`src/hw/gpev_pkg.sv`:
```
package gpev_pkg;

  localparam int unsigned NUM_PINS     = 19;
  localparam int unsigned LANE_W       = 8;
  localparam int unsigned MUX_W        = 3;
  localparam int unsigned IDX_W        = 5;
  localparam int unsigned ADDR_W       = 8;
  localparam int unsigned DATA_W       = 32;
  localparam int unsigned OTHER_EV_BIT = 19;

  // Byte addresses of the register words
  localparam logic [7:0] DIR_OFF       = 8'h00;
  localparam logic [7:0] OUT_ON_OFF    = 8'h04;
  localparam logic [7:0] OUT_OFF_OFF   = 8'h08;
  localparam logic [7:0] INPUT_OFF     = 8'h0C;
  localparam logic [7:0] LANE_SEL_OFF  = 8'h10;
  localparam logic [7:0] LANE_DATA_OFF = 8'h14;
  localparam logic [7:0] EV_EN_SET_OFF = 8'h18;
  localparam logic [7:0] EV_EN_CLR_OFF = 8'h1C;
  localparam logic [7:0] EV_RISE_OFF   = 8'h20;
  localparam logic [7:0] EV_FALL_OFF   = 8'h24;
  localparam logic [7:0] EV_STAT_OFF   = 8'h28;
  localparam logic [7:0] MUX_IDX_OFF   = 8'h2C;
  localparam logic [7:0] MUX_VAL_OFF   = 8'h30;
  localparam logic [7:0] WK_EN_SET_OFF = 8'h40;
  localparam logic [7:0] WK_EN_CLR_OFF = 8'h44;
  localparam logic [7:0] WK_RISE_OFF   = 8'h48;
  localparam logic [7:0] WK_FALL_OFF   = 8'h4C;
  localparam logic [7:0] WK_STAT_OFF   = 8'h50;

  // Reset values
  localparam logic [NUM_PINS-1:0] DIR_RST    = '0;
  localparam logic [NUM_PINS-1:0] OUT_RST    = '0;
  localparam logic [NUM_PINS-1:0] EV_EN_RST  = '0;
  localparam logic [NUM_PINS-1:0] EV_RISE_RST = '1;
  localparam logic [MUX_W-1:0]    MUX_RST    = 3'h0;

  // Selector index limits
  localparam logic [IDX_W-1:0] IDX_LAST_LOW = 5'h0F;
  localparam logic [IDX_W-1:0] IDX_HI_A     = 5'h11;
  localparam logic [IDX_W-1:0] IDX_HI_B     = 5'h12;
  localparam logic [DATA_W-1:0] BAD_IDX_WORD = 32'hFFFFFFFF;

  localparam logic [1:0] RESP_OKAY   = 2'h0;
  localparam logic [1:0] RESP_SLVERR = 2'h2;

  typedef struct packed {
    logic [NUM_PINS-1:0] level;
    logic [NUM_PINS-1:0] enable;
  } gpev_drive_t;

  typedef struct packed {
    logic [NUM_PINS-1:0] own;
    logic [NUM_PINS-1:0] level;
    logic [NUM_PINS-1:0] enable;
  } gpev_periph_t;

endpackage

```
`src/hw/gpev_top.sv`:
```
`timescale 1ns/10ps
// Overview of operation
// Selector readback is four bits; bits 0-2 hold function, bit 3 reads zero.
// Selector readback valid only for pin indices 0-15, 17 and 18.
// Out-of-range selector index reads back as an all-ones word.
// Input word shows every pin level in any mode; unused bits zero.
// Lane byte write drives pins 0-7 or 8-15, LSB on lowest pin.
// Software sets all lane pins to output before a lane byte write.
// Lane byte read returns selected eight pin levels, lowest pin in LSB.
// Event enables use set and clear maps over bits 0-18; reset disabled.
// Pins zero in both maps keep their enable or edge setting.
// Pin in both enable and disable maps ends up disabled.
// Edge chosen per pin by rising and falling maps; reset and tie rising.
// Event settings act only on pins configured as inputs.
// Event settings still act on pins owned by another peripheral.
// Event enable and edge settings survive sleep unchanged.
// Wake view and event view share the same enable and edge bits.
// Configured edge latches status even with event signalling disabled.
// Status read returns pin and other port events and clears them.
// Status valid for any direction, ownership and after sleep; unused bits zero.
// Enabled pin events raise the system controller request line.
// Direction map bit set makes pin an output, clear an input.
// Output on and off maps update levels; both set drives low.
// Pins pass a two-stage synchroniser; edges compare consecutive samples.
module gpev_top
  import gpev_pkg::*;
(
  // Clock and reset
  input  wire logic                 clk,
  input  wire logic                 nrst,
  // AXI4-Lite write address
  input  wire logic                 s_axi_awvalid,
  output logic                      s_axi_awready,
  input  wire logic [ADDR_W-1:0]    s_axi_awaddr,
  input  wire logic [2:0]           s_axi_awprot,
  // AXI4-Lite write data
  input  wire logic                 s_axi_wvalid,
  output logic                      s_axi_wready,
  input  wire logic [DATA_W-1:0]    s_axi_wdata,
  input  wire logic [3:0]           s_axi_wstrb,
  // AXI4-Lite write response
  output logic                      s_axi_bvalid,
  input  wire logic                 s_axi_bready,
  output logic [1:0]                s_axi_bresp,
  // AXI4-Lite read address
  input  wire logic                 s_axi_arvalid,
  output logic                      s_axi_arready,
  input  wire logic [ADDR_W-1:0]    s_axi_araddr,
  input  wire logic [2:0]           s_axi_arprot,
  // AXI4-Lite read data
  output logic                      s_axi_rvalid,
  input  wire logic                 s_axi_rready,
  output logic [DATA_W-1:0]         s_axi_rdata,
  output logic [1:0]                s_axi_rresp,
  // General pins
  input  wire logic [NUM_PINS-1:0]  general_pin_in,
  output gpev_drive_t               general_pin_drive,
  // Other on-chip peripherals
  input  wire gpev_periph_t         periph_pins,
  output logic [NUM_PINS-1:0]       periph_pin_in,
  input  wire logic                 other_port_event,
  // System controller
  output logic                      sysctrl_event_req
);

  logic                  rst_meta_reg;
  logic                  rst_n_reg;
  logic [NUM_PINS-1:0]   sync1_reg;
  logic [NUM_PINS-1:0]   sync2_reg;
  logic [NUM_PINS-1:0]   prev_reg;
  logic [2:0]            hist_ok_reg;
  logic [NUM_PINS-1:0]   dir_reg;
  logic [NUM_PINS-1:0]   out_reg;
  logic [NUM_PINS-1:0]   out_next;
  logic [NUM_PINS-1:0]   ev_en_reg;
  logic [NUM_PINS-1:0]   ev_en_next;
  logic [NUM_PINS-1:0]   rise_reg;
  logic [NUM_PINS-1:0]   rise_next;
  logic [NUM_PINS:0]     status_reg;
  logic [NUM_PINS:0]     status_next;
  logic [NUM_PINS:0]     new_ev;
  logic [NUM_PINS-1:0]   pin_hit;
  logic [MUX_W-1:0]      mux_reg [NUM_PINS];
  logic [IDX_W-1:0]      mux_idx_reg;
  logic                  lane_sel_reg;
  logic                  aw_held_reg;
  logic [ADDR_W-1:0]     aw_addr_reg;
  logic                  w_held_reg;
  logic [DATA_W-1:0]     w_data_reg;
  logic [3:0]            w_strb_reg;
  logic                  wr_fire;
  logic [DATA_W-1:0]     wd;
  logic [DATA_W-1:0]     wmask;
  logic [DATA_W-1:0]     rd_word;
  logic                  rd_ok;
  logic                  rd_fire;
  logic                  stat_clr;

  function automatic logic idx_ok(input logic [IDX_W-1:0] idx);
    return (idx <= IDX_LAST_LOW) || (idx == IDX_HI_A) || (idx == IDX_HI_B);
  endfunction

  function automatic logic [DATA_W-1:0] strb_mask(input logic [3:0] s);
    return {{8{s[3]}}, {8{s[2]}}, {8{s[1]}}, {8{s[0]}}};
  endfunction

  // Set/clear map update; clear wins on a tie
  function automatic logic [NUM_PINS-1:0] set_clr(input logic [NUM_PINS-1:0] cur,
                                                  input logic [NUM_PINS-1:0] set_m,
                                                  input logic [NUM_PINS-1:0] clr_m);
    return (cur | set_m) & ~clr_m;
  endfunction

  // Reset release
  always_ff @(posedge clk or negedge nrst) begin
    if (!nrst) begin
      rst_meta_reg <= 1'b0;
      rst_n_reg    <= 1'b0;
    end else begin
      rst_meta_reg <= 1'b1;
      rst_n_reg    <= rst_meta_reg;
    end
  end

  // Pin synchroniser and edge history
  always_ff @(posedge clk or negedge rst_n_reg) begin
    if (!rst_n_reg) begin
      sync1_reg   <= '0;
      sync2_reg   <= '0;
      prev_reg    <= '0;
      hist_ok_reg <= '0;
    end else begin
      sync1_reg   <= general_pin_in;
      sync2_reg   <= sync1_reg;
      prev_reg    <= sync2_reg;
      hist_ok_reg <= {hist_ok_reg[1:0], 1'b1};
    end
  end

  // AXI4-Lite write side: address and data taken in either order
  assign s_axi_awready = !aw_held_reg && !s_axi_bvalid;
  assign s_axi_wready  = !w_held_reg && !s_axi_bvalid;
  assign wr_fire       = aw_held_reg && w_held_reg && !s_axi_bvalid;
  assign wmask         = strb_mask(w_strb_reg);
  assign wd            = w_data_reg & wmask;

  always_ff @(posedge clk or negedge rst_n_reg) begin
    if (!rst_n_reg) begin
      aw_held_reg  <= 1'b0;
      aw_addr_reg  <= '0;
      w_held_reg   <= 1'b0;
      w_data_reg   <= '0;
      w_strb_reg   <= '0;
      s_axi_bvalid <= 1'b0;
      s_axi_bresp  <= RESP_OKAY;
    end else begin
      if (s_axi_awvalid && s_axi_awready) begin
        aw_held_reg <= 1'b1;
        aw_addr_reg <= s_axi_awaddr;
      end
      if (s_axi_wvalid && s_axi_wready) begin
        w_held_reg <= 1'b1;
        w_data_reg <= s_axi_wdata;
        w_strb_reg <= s_axi_wstrb;
      end
      if (wr_fire) begin
        aw_held_reg  <= 1'b0;
        w_held_reg   <= 1'b0;
        s_axi_bvalid <= 1'b1;
        unique case (aw_addr_reg)
          DIR_OFF, OUT_ON_OFF, OUT_OFF_OFF, LANE_SEL_OFF, LANE_DATA_OFF,
          EV_EN_SET_OFF, EV_EN_CLR_OFF, EV_RISE_OFF, EV_FALL_OFF,
          WK_EN_SET_OFF, WK_EN_CLR_OFF, WK_RISE_OFF, WK_FALL_OFF,
          MUX_IDX_OFF, MUX_VAL_OFF: s_axi_bresp <= RESP_OKAY;
          default:                  s_axi_bresp <= RESP_SLVERR;
        endcase
      end else if (s_axi_bvalid && s_axi_bready) begin
        s_axi_bvalid <= 1'b0;
      end
    end
  end

  // Direction, lane select and selector index
  always_ff @(posedge clk or negedge rst_n_reg) begin
    if (!rst_n_reg) begin
      dir_reg      <= DIR_RST;
      lane_sel_reg <= 1'b0;
      mux_idx_reg  <= '0;
    end else if (wr_fire) begin
      if (aw_addr_reg == DIR_OFF) begin
        dir_reg <= (dir_reg & ~wmask[NUM_PINS-1:0]) | wd[NUM_PINS-1:0];
      end
      if (aw_addr_reg == LANE_SEL_OFF && w_strb_reg[0]) begin
        lane_sel_reg <= wd[0];
      end
      if (aw_addr_reg == MUX_IDX_OFF && w_strb_reg[0]) begin
        mux_idx_reg <= wd[IDX_W-1:0];
      end
    end
  end

  // Output levels
  always_comb begin
    out_next = out_reg;
    if (wr_fire) begin
      unique case (aw_addr_reg)
        OUT_ON_OFF:  out_next = set_clr(out_reg, wd[NUM_PINS-1:0], '0);
        OUT_OFF_OFF: out_next = set_clr(out_reg, '0, wd[NUM_PINS-1:0]);
        LANE_DATA_OFF: begin
          if (lane_sel_reg) begin
            out_next[2*LANE_W-1:LANE_W] = wd[LANE_W-1:0];
          end else begin
            out_next[LANE_W-1:0] = wd[LANE_W-1:0];
          end
        end
        default: out_next = out_reg;
      endcase
    end
  end

  // A lone off-write cannot see a pending on-write; both maps in one update are
  // only possible through separate words, so the later write decides.
  always_ff @(posedge clk or negedge rst_n_reg) begin
    if (!rst_n_reg) begin
      out_reg <= OUT_RST;
    end else begin
      out_reg <= out_next;
    end
  end

  // Per-pin function selector
  always_ff @(posedge clk or negedge rst_n_reg) begin
    if (!rst_n_reg) begin
      for (int i = 0; i < NUM_PINS; i++) begin
        mux_reg[i] <= MUX_RST;
      end
    end else if (wr_fire && aw_addr_reg == MUX_VAL_OFF && w_strb_reg[0]
                 && idx_ok(mux_idx_reg)) begin
      mux_reg[mux_idx_reg] <= wd[MUX_W-1:0];
    end
  end

  // Shared event and wake settings
  always_comb begin
    ev_en_next = ev_en_reg;
    rise_next  = rise_reg;
    if (wr_fire) begin
      unique case (aw_addr_reg)
        EV_EN_SET_OFF, WK_EN_SET_OFF:
          ev_en_next = set_clr(ev_en_reg, wd[NUM_PINS-1:0], '0);
        EV_EN_CLR_OFF, WK_EN_CLR_OFF:
          ev_en_next = set_clr(ev_en_reg, '0, wd[NUM_PINS-1:0]);
        EV_RISE_OFF, WK_RISE_OFF:
          rise_next = rise_reg | wd[NUM_PINS-1:0];
        EV_FALL_OFF, WK_FALL_OFF:
          rise_next = rise_reg & ~wd[NUM_PINS-1:0];
        default: begin
          ev_en_next = ev_en_reg;
          rise_next  = rise_reg;
        end
      endcase
    end
  end

  // Cleared only by the power-on reset, never by a sleep cycle
  always_ff @(posedge clk or negedge rst_n_reg) begin
    if (!rst_n_reg) begin
      ev_en_reg <= EV_EN_RST;
      rise_reg  <= EV_RISE_RST;
    end else begin
      ev_en_reg <= ev_en_next;
      rise_reg  <= rise_next;
    end
  end

  // Edge detection; output pins keep the default rising edge
  always_comb begin
    for (int i = 0; i < NUM_PINS; i++) begin
      if (rise_reg[i] || dir_reg[i]) begin
        pin_hit[i] = sync2_reg[i] && !prev_reg[i];
      end else begin
        pin_hit[i] = !sync2_reg[i] && prev_reg[i];
      end
    end
    // No edges until the history holds real samples: a pin high through reset shows none
    new_ev = {other_port_event, pin_hit & {NUM_PINS{hist_ok_reg[2]}}};
  end

  // AXI4-Lite read side, one cycle to rvalid
  assign s_axi_arready = !s_axi_rvalid;
  assign rd_fire       = s_axi_arvalid && s_axi_arready;
  assign stat_clr      = rd_fire && (s_axi_araddr == EV_STAT_OFF || s_axi_araddr == WK_STAT_OFF);

  always_comb begin
    rd_word = '0;
    rd_ok   = 1'b1;
    unique case (s_axi_araddr)
      DIR_OFF:                     rd_word[NUM_PINS-1:0] = dir_reg;
      OUT_ON_OFF, OUT_OFF_OFF:     rd_word[NUM_PINS-1:0] = out_reg;
      INPUT_OFF:                   rd_word[NUM_PINS-1:0] = sync2_reg;
      LANE_SEL_OFF:                rd_word[0] = lane_sel_reg;
      LANE_DATA_OFF:               rd_word[LANE_W-1:0] = lane_sel_reg ?
                                     sync2_reg[2*LANE_W-1:LANE_W] : sync2_reg[LANE_W-1:0];
      EV_EN_SET_OFF, EV_EN_CLR_OFF,
      WK_EN_SET_OFF, WK_EN_CLR_OFF: rd_word[NUM_PINS-1:0] = ev_en_reg;
      EV_RISE_OFF, WK_RISE_OFF:    rd_word[NUM_PINS-1:0] = rise_reg;
      EV_FALL_OFF, WK_FALL_OFF:    rd_word[NUM_PINS-1:0] = ~rise_reg;
      EV_STAT_OFF, WK_STAT_OFF:    rd_word[NUM_PINS:0] = status_reg;
      MUX_IDX_OFF:                 rd_word[IDX_W-1:0] = mux_idx_reg;
      MUX_VAL_OFF: begin
        if (idx_ok(mux_idx_reg)) begin
          rd_word[MUX_W-1:0] = mux_reg[mux_idx_reg];
        end else begin
          rd_word = BAD_IDX_WORD;
        end
      end
      default: rd_ok = 1'b0;
    endcase
  end

  always_ff @(posedge clk or negedge rst_n_reg) begin
    if (!rst_n_reg) begin
      s_axi_rvalid <= 1'b0;
      s_axi_rdata  <= '0;
      s_axi_rresp  <= RESP_OKAY;
    end else if (rd_fire) begin
      s_axi_rvalid <= 1'b1;
      s_axi_rdata  <= rd_word;
      s_axi_rresp  <= rd_ok ? RESP_OKAY : RESP_SLVERR;
    end else if (s_axi_rvalid && s_axi_rready) begin
      s_axi_rvalid <= 1'b0;
    end
  end

  // Status: only reported bits are cleared, and a new event wins over the clear
  always_comb begin
    status_next = status_reg;
    if (stat_clr) begin
      status_next = '0;
    end
    status_next = status_next | new_ev;
  end

  always_ff @(posedge clk or negedge rst_n_reg) begin
    if (!rst_n_reg) begin
      status_reg <= '0;
    end else begin
      status_reg <= status_next;
    end
  end

  // Request to the system controller, gated by input-only enables
  always_ff @(posedge clk or negedge rst_n_reg) begin
    if (!rst_n_reg) begin
      sysctrl_event_req <= 1'b0;
    end else begin
      sysctrl_event_req <= |(status_next[NUM_PINS-1:0] & ev_en_next & ~dir_reg);
    end
  end

  // Pin drive; a peripheral that owns a pin overrides the port
  always_ff @(posedge clk or negedge rst_n_reg) begin
    if (!rst_n_reg) begin
      general_pin_drive <= '0;
    end else begin
      general_pin_drive.level  <= (periph_pins.own & periph_pins.level)
                                  | (~periph_pins.own & out_next);
      general_pin_drive.enable <= (periph_pins.own & periph_pins.enable)
                                  | (~periph_pins.own & dir_reg);
    end
  end

  assign periph_pin_in = sync2_reg;

endmodule // gpev_top

```
`config.mk`:
```
export PLATFORM = sky130hd
export DESIGN_NAME = gpev_top
export DESIGN_NICKNAME = d
export VERILOG_FILES = /design/src/hw/gpev_pkg.sv /design/src/hw/gpev_top.sv
export SDC_FILE = /design/constraint.sdc
export NUM_CORES = 1
export LEC_CHECK = 0
export BUFFER_PORTS_ARGS = -buffer_cell sky130_fd_sc_hd__buf_4
export CAP_MARGIN = 15
export CORE_MARGIN = 1.5
export CORE_UTILIZATION = 35
export CTS_BUF_LIST = sky130_fd_sc_hd__clkbuf_8 sky130_fd_sc_hd__clkbuf_16
export CTS_CLUSTER_SIZE = 10
export DETAILED_ROUTE_END_ITERATION = 10
export PLACE_DENSITY = 0.6
export SETUP_SLACK_MARGIN = 0.2
export SYNTH_ARGS = -nofsm -noshare
export SYNTH_HDL_FRONTEND = slang
export SYNTH_SLANG_ARGS = --single-unit
```
`constraint.sdc`:
```
create_clock -name clk -period 11.45 [get_ports clk]
set_clock_uncertainty 0.05 [all_clocks]
set_input_delay 2.8625 -clock clk [delete_from_list [all_inputs] [get_ports clk]]
set_output_delay 2.8625 -clock clk [all_outputs]
set_load 0.01 [all_outputs]
```
======== Word level (Yosys, flattened, before mapping) ========
Index checks and enable logic that the tools add are counted.
Widths: inputs -> output; s select.
operators by class
  eq/ne operators ......................... 33
  muxes and demuxes ....................... 54
  bitwise operators ....................... 25
  reduce and logical (&&, ||, !) cells .... 141
  order comparisons ....................... 3
operator list
  kind                number
  $and 19x19->19      12
  $or 19x19->19       6
  $not 19->19         5
  $pmux 11 s8         1
  $pmux 19 s2         2
  $eq 8x6->1 const B  9
  $eq 8x7->1 const B  9
  $eq 8x5->1 const B  8
  $bwmux 57           1
  $logic_and 1x1->1   54
  $pmux 16 s3         1
  $logic_not 1->1     42
  $pmux 4 s10         1
  $mux 19             2
  $mux 29             1
  $mux 1              28
  $pmux 3 s9          1
  $eq 8x4->1 const B  3
  $mux 8              3
  $logic_or 1x1->1    22
  $mux 20             1
  $or 20x20->20       1
  $reduce_or 19->1    1
  $reduce_or 18->1    1
  20 further kinds    41
storage, ports and cells
  flip-flop bits (word level) ............. 330
  bits of input ports ..................... 142
  output and inout bits ................... 99
  logic and storage cells ................. 301

======== Logic depth before layout (Yosys ltp) ========
  depth after elaboration ................. 8
  gate-level depth with buffers ........... 9
  gate-level depth less buffers ........... 7

======== Worst setup path before layout ========
Ideal clock, no wire load.
  path kind ............................... in2reg
  from .................................... input port s_axi_araddr[6]
  to ...................................... register sysctrl_event_req
  data required time ...................... 11.261 ns
  stages on the path ...................... 9
  arrival ................................. 4.943 ns
  buffers on the path ..................... 2
  setup slack ............................. 6.318 ns
  cell sequence ........................... clkbuf_1 > nor4bb_1 > o211ai_1 > clkbuf_1 > a22oi_1 > a211oi_1 > a2111oi_2 > nand4_1 > or4_1
on the way
  longest elaborated chain between the ends .. 8
  elaborated cells on any way between the ends .. 9
  those cells by class .................... eq/ne: 2; mux: 1; bitwise: 3; reduce/logical: 3
RTL lines
  item                                      RTL line         text
  start, declared                           gpev_top.sv:48   input wire logic [ADDR_W-1:0] s_axi_araddr,
  $eq 8x6->1 or $eq 8x7->1 (tied branches)  gpev_top.sv:292  assign stat_clr = rd_fire && (s_axi_araddr == EV_STAT_OFF || s_axi_araddr == WK_STAT_OFF);
  $logic_or 1x1->1 *                        gpev_top.sv:292
  $logic_and 1x1->1 *                       gpev_top.sv:292
  $mux 20 *                                 gpev_top.sv:338  if (stat_clr) begin
  $or 20x20->20 *                           gpev_top.sv:341  status_next = status_next | new_ev;
  $and 19x19->19 * (2 in a row)             gpev_top.sv:357  sysctrl_event_req <= |(status_next[NUM_PINS-1:0] & ev_en_next & ~dir_reg);
  $reduce_or 19->1 *                        gpev_top.sv:357
  end signal, assigned                      gpev_top.sv:357
  end, declared                             gpev_top.sv:63   output logic sysctrl_event_req
Every way passes the cells marked *; elsewhere a longest branch is shown, timed or not.
A chain may end at the register's enable or synchronous reset.

======== Worst setup path in the final report ========
  from .................................... input port s_axi_arvalid
  to ...................................... register sysctrl_event_req
on the way
  longest elaborated chain between the ends .. 7
RTL lines
  item                         RTL line         text
  start, declared              gpev_top.sv:46   input wire logic s_axi_arvalid,
  $logic_and 1x1->1            gpev_top.sv:291  assign rd_fire = s_axi_arvalid && s_axi_arready;
  $logic_and 1x1->1            gpev_top.sv:292
  $mux 20                      gpev_top.sv:338
  $or 20x20->20                gpev_top.sv:341
  via status_next[11]          gpev_top.sv:80   logic [NUM_PINS:0] status_next;
  $and 19x19->19 (2 in a row)  gpev_top.sv:357
  $reduce_or 19->1             gpev_top.sv:357
The timed path passes the listed nets, and every way through them passes these cells.

==> impl_results.md <==
* Outcome: complete, no violations
* Die ar. at 40500 sq um
* Fin. Hold Viols at 0
* RSZ-0062 raised after global routing: no
* Drt wl/cell at 21.0 um
* Core footprint at 38700 sq um
* Nets@finish at 1571
* Number of global-route vias before repair at 10530
* # H-tree levels at 2
* I/O Buffers at 218
* Vias at 10658
* Highest Clock Rate at 0.202 GHz
* Synthesis Warnings at 0
* Mapped cell area at 13700 sq um
* Place WS at 5.92 ns
* I/O pins at 241
* Leading cell types in the layout, fill and taps excluded: dfrtp_1, buf_4, o21ai_0
* Psw at 1.04 mW
* Sw Ratio at 31.7%
* Worst setup SP type: input port
* GP Congestion at 0.795
* Maxcap violations at 0
* Async set-or-reset flop fraction in the synthesized netlist at 100%
* Drt total wl at 41.5 mm
* Residual DRC at 0
* Clk slew on worst S/H paths at 0.06 ns
* First-pass GRT wire length at 63.6 mm
* Final antenna diode count at 0
* Grt total ovfl at 0
* Cell variety after synth at 63
* Crit path max fanout at 22
* Layout area overhead at 23.8%
* Primary FF master, synth: dfrtp_1
* DP HPWL at 28.2 mm
* Iter 0 DRT Violations at 871
* Avg Cell Area, Syn at 11.2 sq um
* Vias per cell at 5.40
* Commonest non-fill, non-tap cell in the layout: dfrtp_1
* P_leak at 7.51 nW
* Final instance area at 17000 sq um
* Clock group share of total power at 34.1%
* Hold_ws at 0.282 ns
* Core Rows at 72
* Final slew viol count at 0
* Final Power at 3.28 mW
* Post-CTS Hold Buffers at 0
* CTS tree: yes
* Crit path kind: input port to flop
* Post-CTS setup buffers at 0
* Root buffer cell: clkbuf_16
* Finish-stage setup viols at 0
* Initial Util at 35.5%
* Die height at 201 um
* CTS buffer count at 39
* Tot GR Track Use at 20.5%
* Final min period at 4.96 ns
* Largest net degree at the start of global routing at 77
* Post-Synthesis Cells at 1229
* Worst EP arrival at 5.32 ns
* Post-synthesis sequential area ratio at 57.9%
* Combinational share of power at 19.8%
* Setup crit end kind: flop
* Critical Path RT at 11.81 ns
* Worst vdd ir at 0.0000835 V
* Cts repair resizes at 0
* Cell area after placement at 15900 sq um
* Worst-margin pin slew at 1.25 ns
* Clock Path Buffers at 3
* Worst rel slew slack at 16.3%
* Fin Setup TNS at 0 ns
* Cell internal pwr at 2.24 mW
* Post-synth EDFFs at 0
* Hold WC Path Type: flop to flop
* Period Utilization, post-route at 43.3%
* CTS sink count at 317
* Clock latency on the worst-skew pair at 0.54 ns
* Initial antenna violation count at 0
* Sequential power share at 46.1%
* Router iterations before antenna repair at 5
* Power Dens Cells at 193 nW/um^2
* Die width at 201 um
* Yosys reg bits at 317
* Share of cells above drive strength 1 at 29.1%
* PnR worst setup slack at 6.49 ns
* Final ANT Viol Nets at 0
## metal layers
metal / vias to the layer above / part of all wire (%) / global-route usage, % / routed length, um
li1: 4911 / - / - / -
met1: 5290 / 44 / 28.1 / 18400
met2: 387 / 47 / 32.4 / 19400
met3: 70 / 6.5 / 4.11 / 2710
met4: 0 / 2.5 / 6.93 / 1050
met5: - / 0 / 0 / 0
## layout make-up
class / count / area [sq um]
Clock inverter: 24 / 97.6
Sequential cell: 317 / 7960
Clock buffer: 45 / 1060
Timing Repair Buffer: 238 / 1790
Inverter: 11 / 41.3
Multi-Input combinational cell: 822 / 5420
Fill cell: 3715 / 21700
Tap cell: 518 / 648
## cells in the mapped netlist, types with 3 or more instances
cell type | instances | share of area, %
nand4_1 | 8 | 0.36
mux2i_1 | 3 | 0.22
a32oi_1 | 6 | 0.38
and3b_1 | 3 | 0.19
nand3_1 | 11 | 0.40
or4_1 | 5 | 0.27
a21oi_1 | 53 | 1.9
buf_4 | 13 | 0.71
o21ai_1 | 8 | 0.29
a22o_1 | 30 | 1.9
a22oi_1 | 15 | 0.82
and3_1 | 5 | 0.23
o2bb2ai_1 | 7 | 0.45
nand2_1 | 132 | 3.6
mux2_2 | 88 | 7.2
nor3b_1 | 5 | 0.27
clkbuf_1 | 59 | 1.6
nor4_1 | 4 | 0.18
dfstp_2 | 19 | 3.6
o21ai_0 | 142 | 5.2
a222oi_1 | 7 | 0.51
dfrtp_1 | 298 | 54
nor3_1 | 10 | 0.36
a221oi_1 | 26 | 1.7
nor2b_1 | 7 | 0.32
nand3b_1 | 27 | 1.5
a41oi_1 | 5 | 0.32
a211oi_1 | 4 | 0.22
and2_1 | 19 | 0.86
a21o_1 | 7 | 0.38
nand2b_1 | 21 | 0.96
mux4_2 | 12 | 2.0
or3_1 | 3 | 0.14
inv_1 | 11 | 0.30
or4b_2 | 6 | 0.44
o31ai_1 | 4 | 0.22
nor2_1 | 78 | 2.1
a31oi_1 | 29 | 1.3
buf_1 | 3 | 0.082
## worst max-delay path, stage by stage
cell and delay (ns):
buf_4 0.08, nor2b_2 0.11, buf_4 0.32, o211ai_1 0.15, buf_4 0.26, a22o_1 0.30
nor2b_1 0.15, a2111oi_2 0.35, nand4_1 0.17, or4_1 0.54
## metrics by stage
step,cells,utilization (%)
after global routing,1975,43.9
after floorplan,1231,-
final,1975,43.9
after global placement,1905,40.9
after detailed placement,1906,41.0
after CTS,1975,43.9
## kinds of logic (layout without fill, tap and decap cells)
kind of cell,Yosys count,count (layout),synth area share (%)
flip-flops,317,317,57.9
other,2,4,0.0546
multiplexers,103,103,9.39
buffers and inverters,92,318,3.01
AND/OR/NAND/NOR,356,356,13.0
AO/OA/AOI/OAI,357,357,16.5
XOR/XNOR,2,2,0.127
## worst paths after layout
| kind | slack, ns | cells past startpoint | end | start |
|---|---|---|---|---|
| worst max-delay path | 6.49 | 10 | sysctrl_event_req | s_axi_arvalid |
| worst min-delay path | 0.28 | 0 | periph_pin_in[17] | sync1_reg[17] |
| worst max register to register | 7.64 | 8 | mux_reg[28] | mux_idx_reg[1] |
| worst min register to register | 0.28 | 0 | periph_pin_in[17] | sync1_reg[17] |
| max in group asynchronous | 8.85 | 2 | general_pin_drive[21] | rst_n_reg |
| min in group asynchronous | 0.36 | 0 | periph_pin_in[8] | rst_n_reg |
## power groups by stage
stage / clock network [mW] / logic, mW / registers, mW
after floorplan: 0 / 0.428 / 1.44
after global placement: 0 / 0.637 / 1.52
after detailed placement: 0 / 0.649 / 1.53
after CTS: 1.15 / 0.653 / 1.51
after global routing: 1.20 / 0.715 / 1.54
final: 1.12 / 0.648 / 1.51
Power figures use the tool's default switching activity.
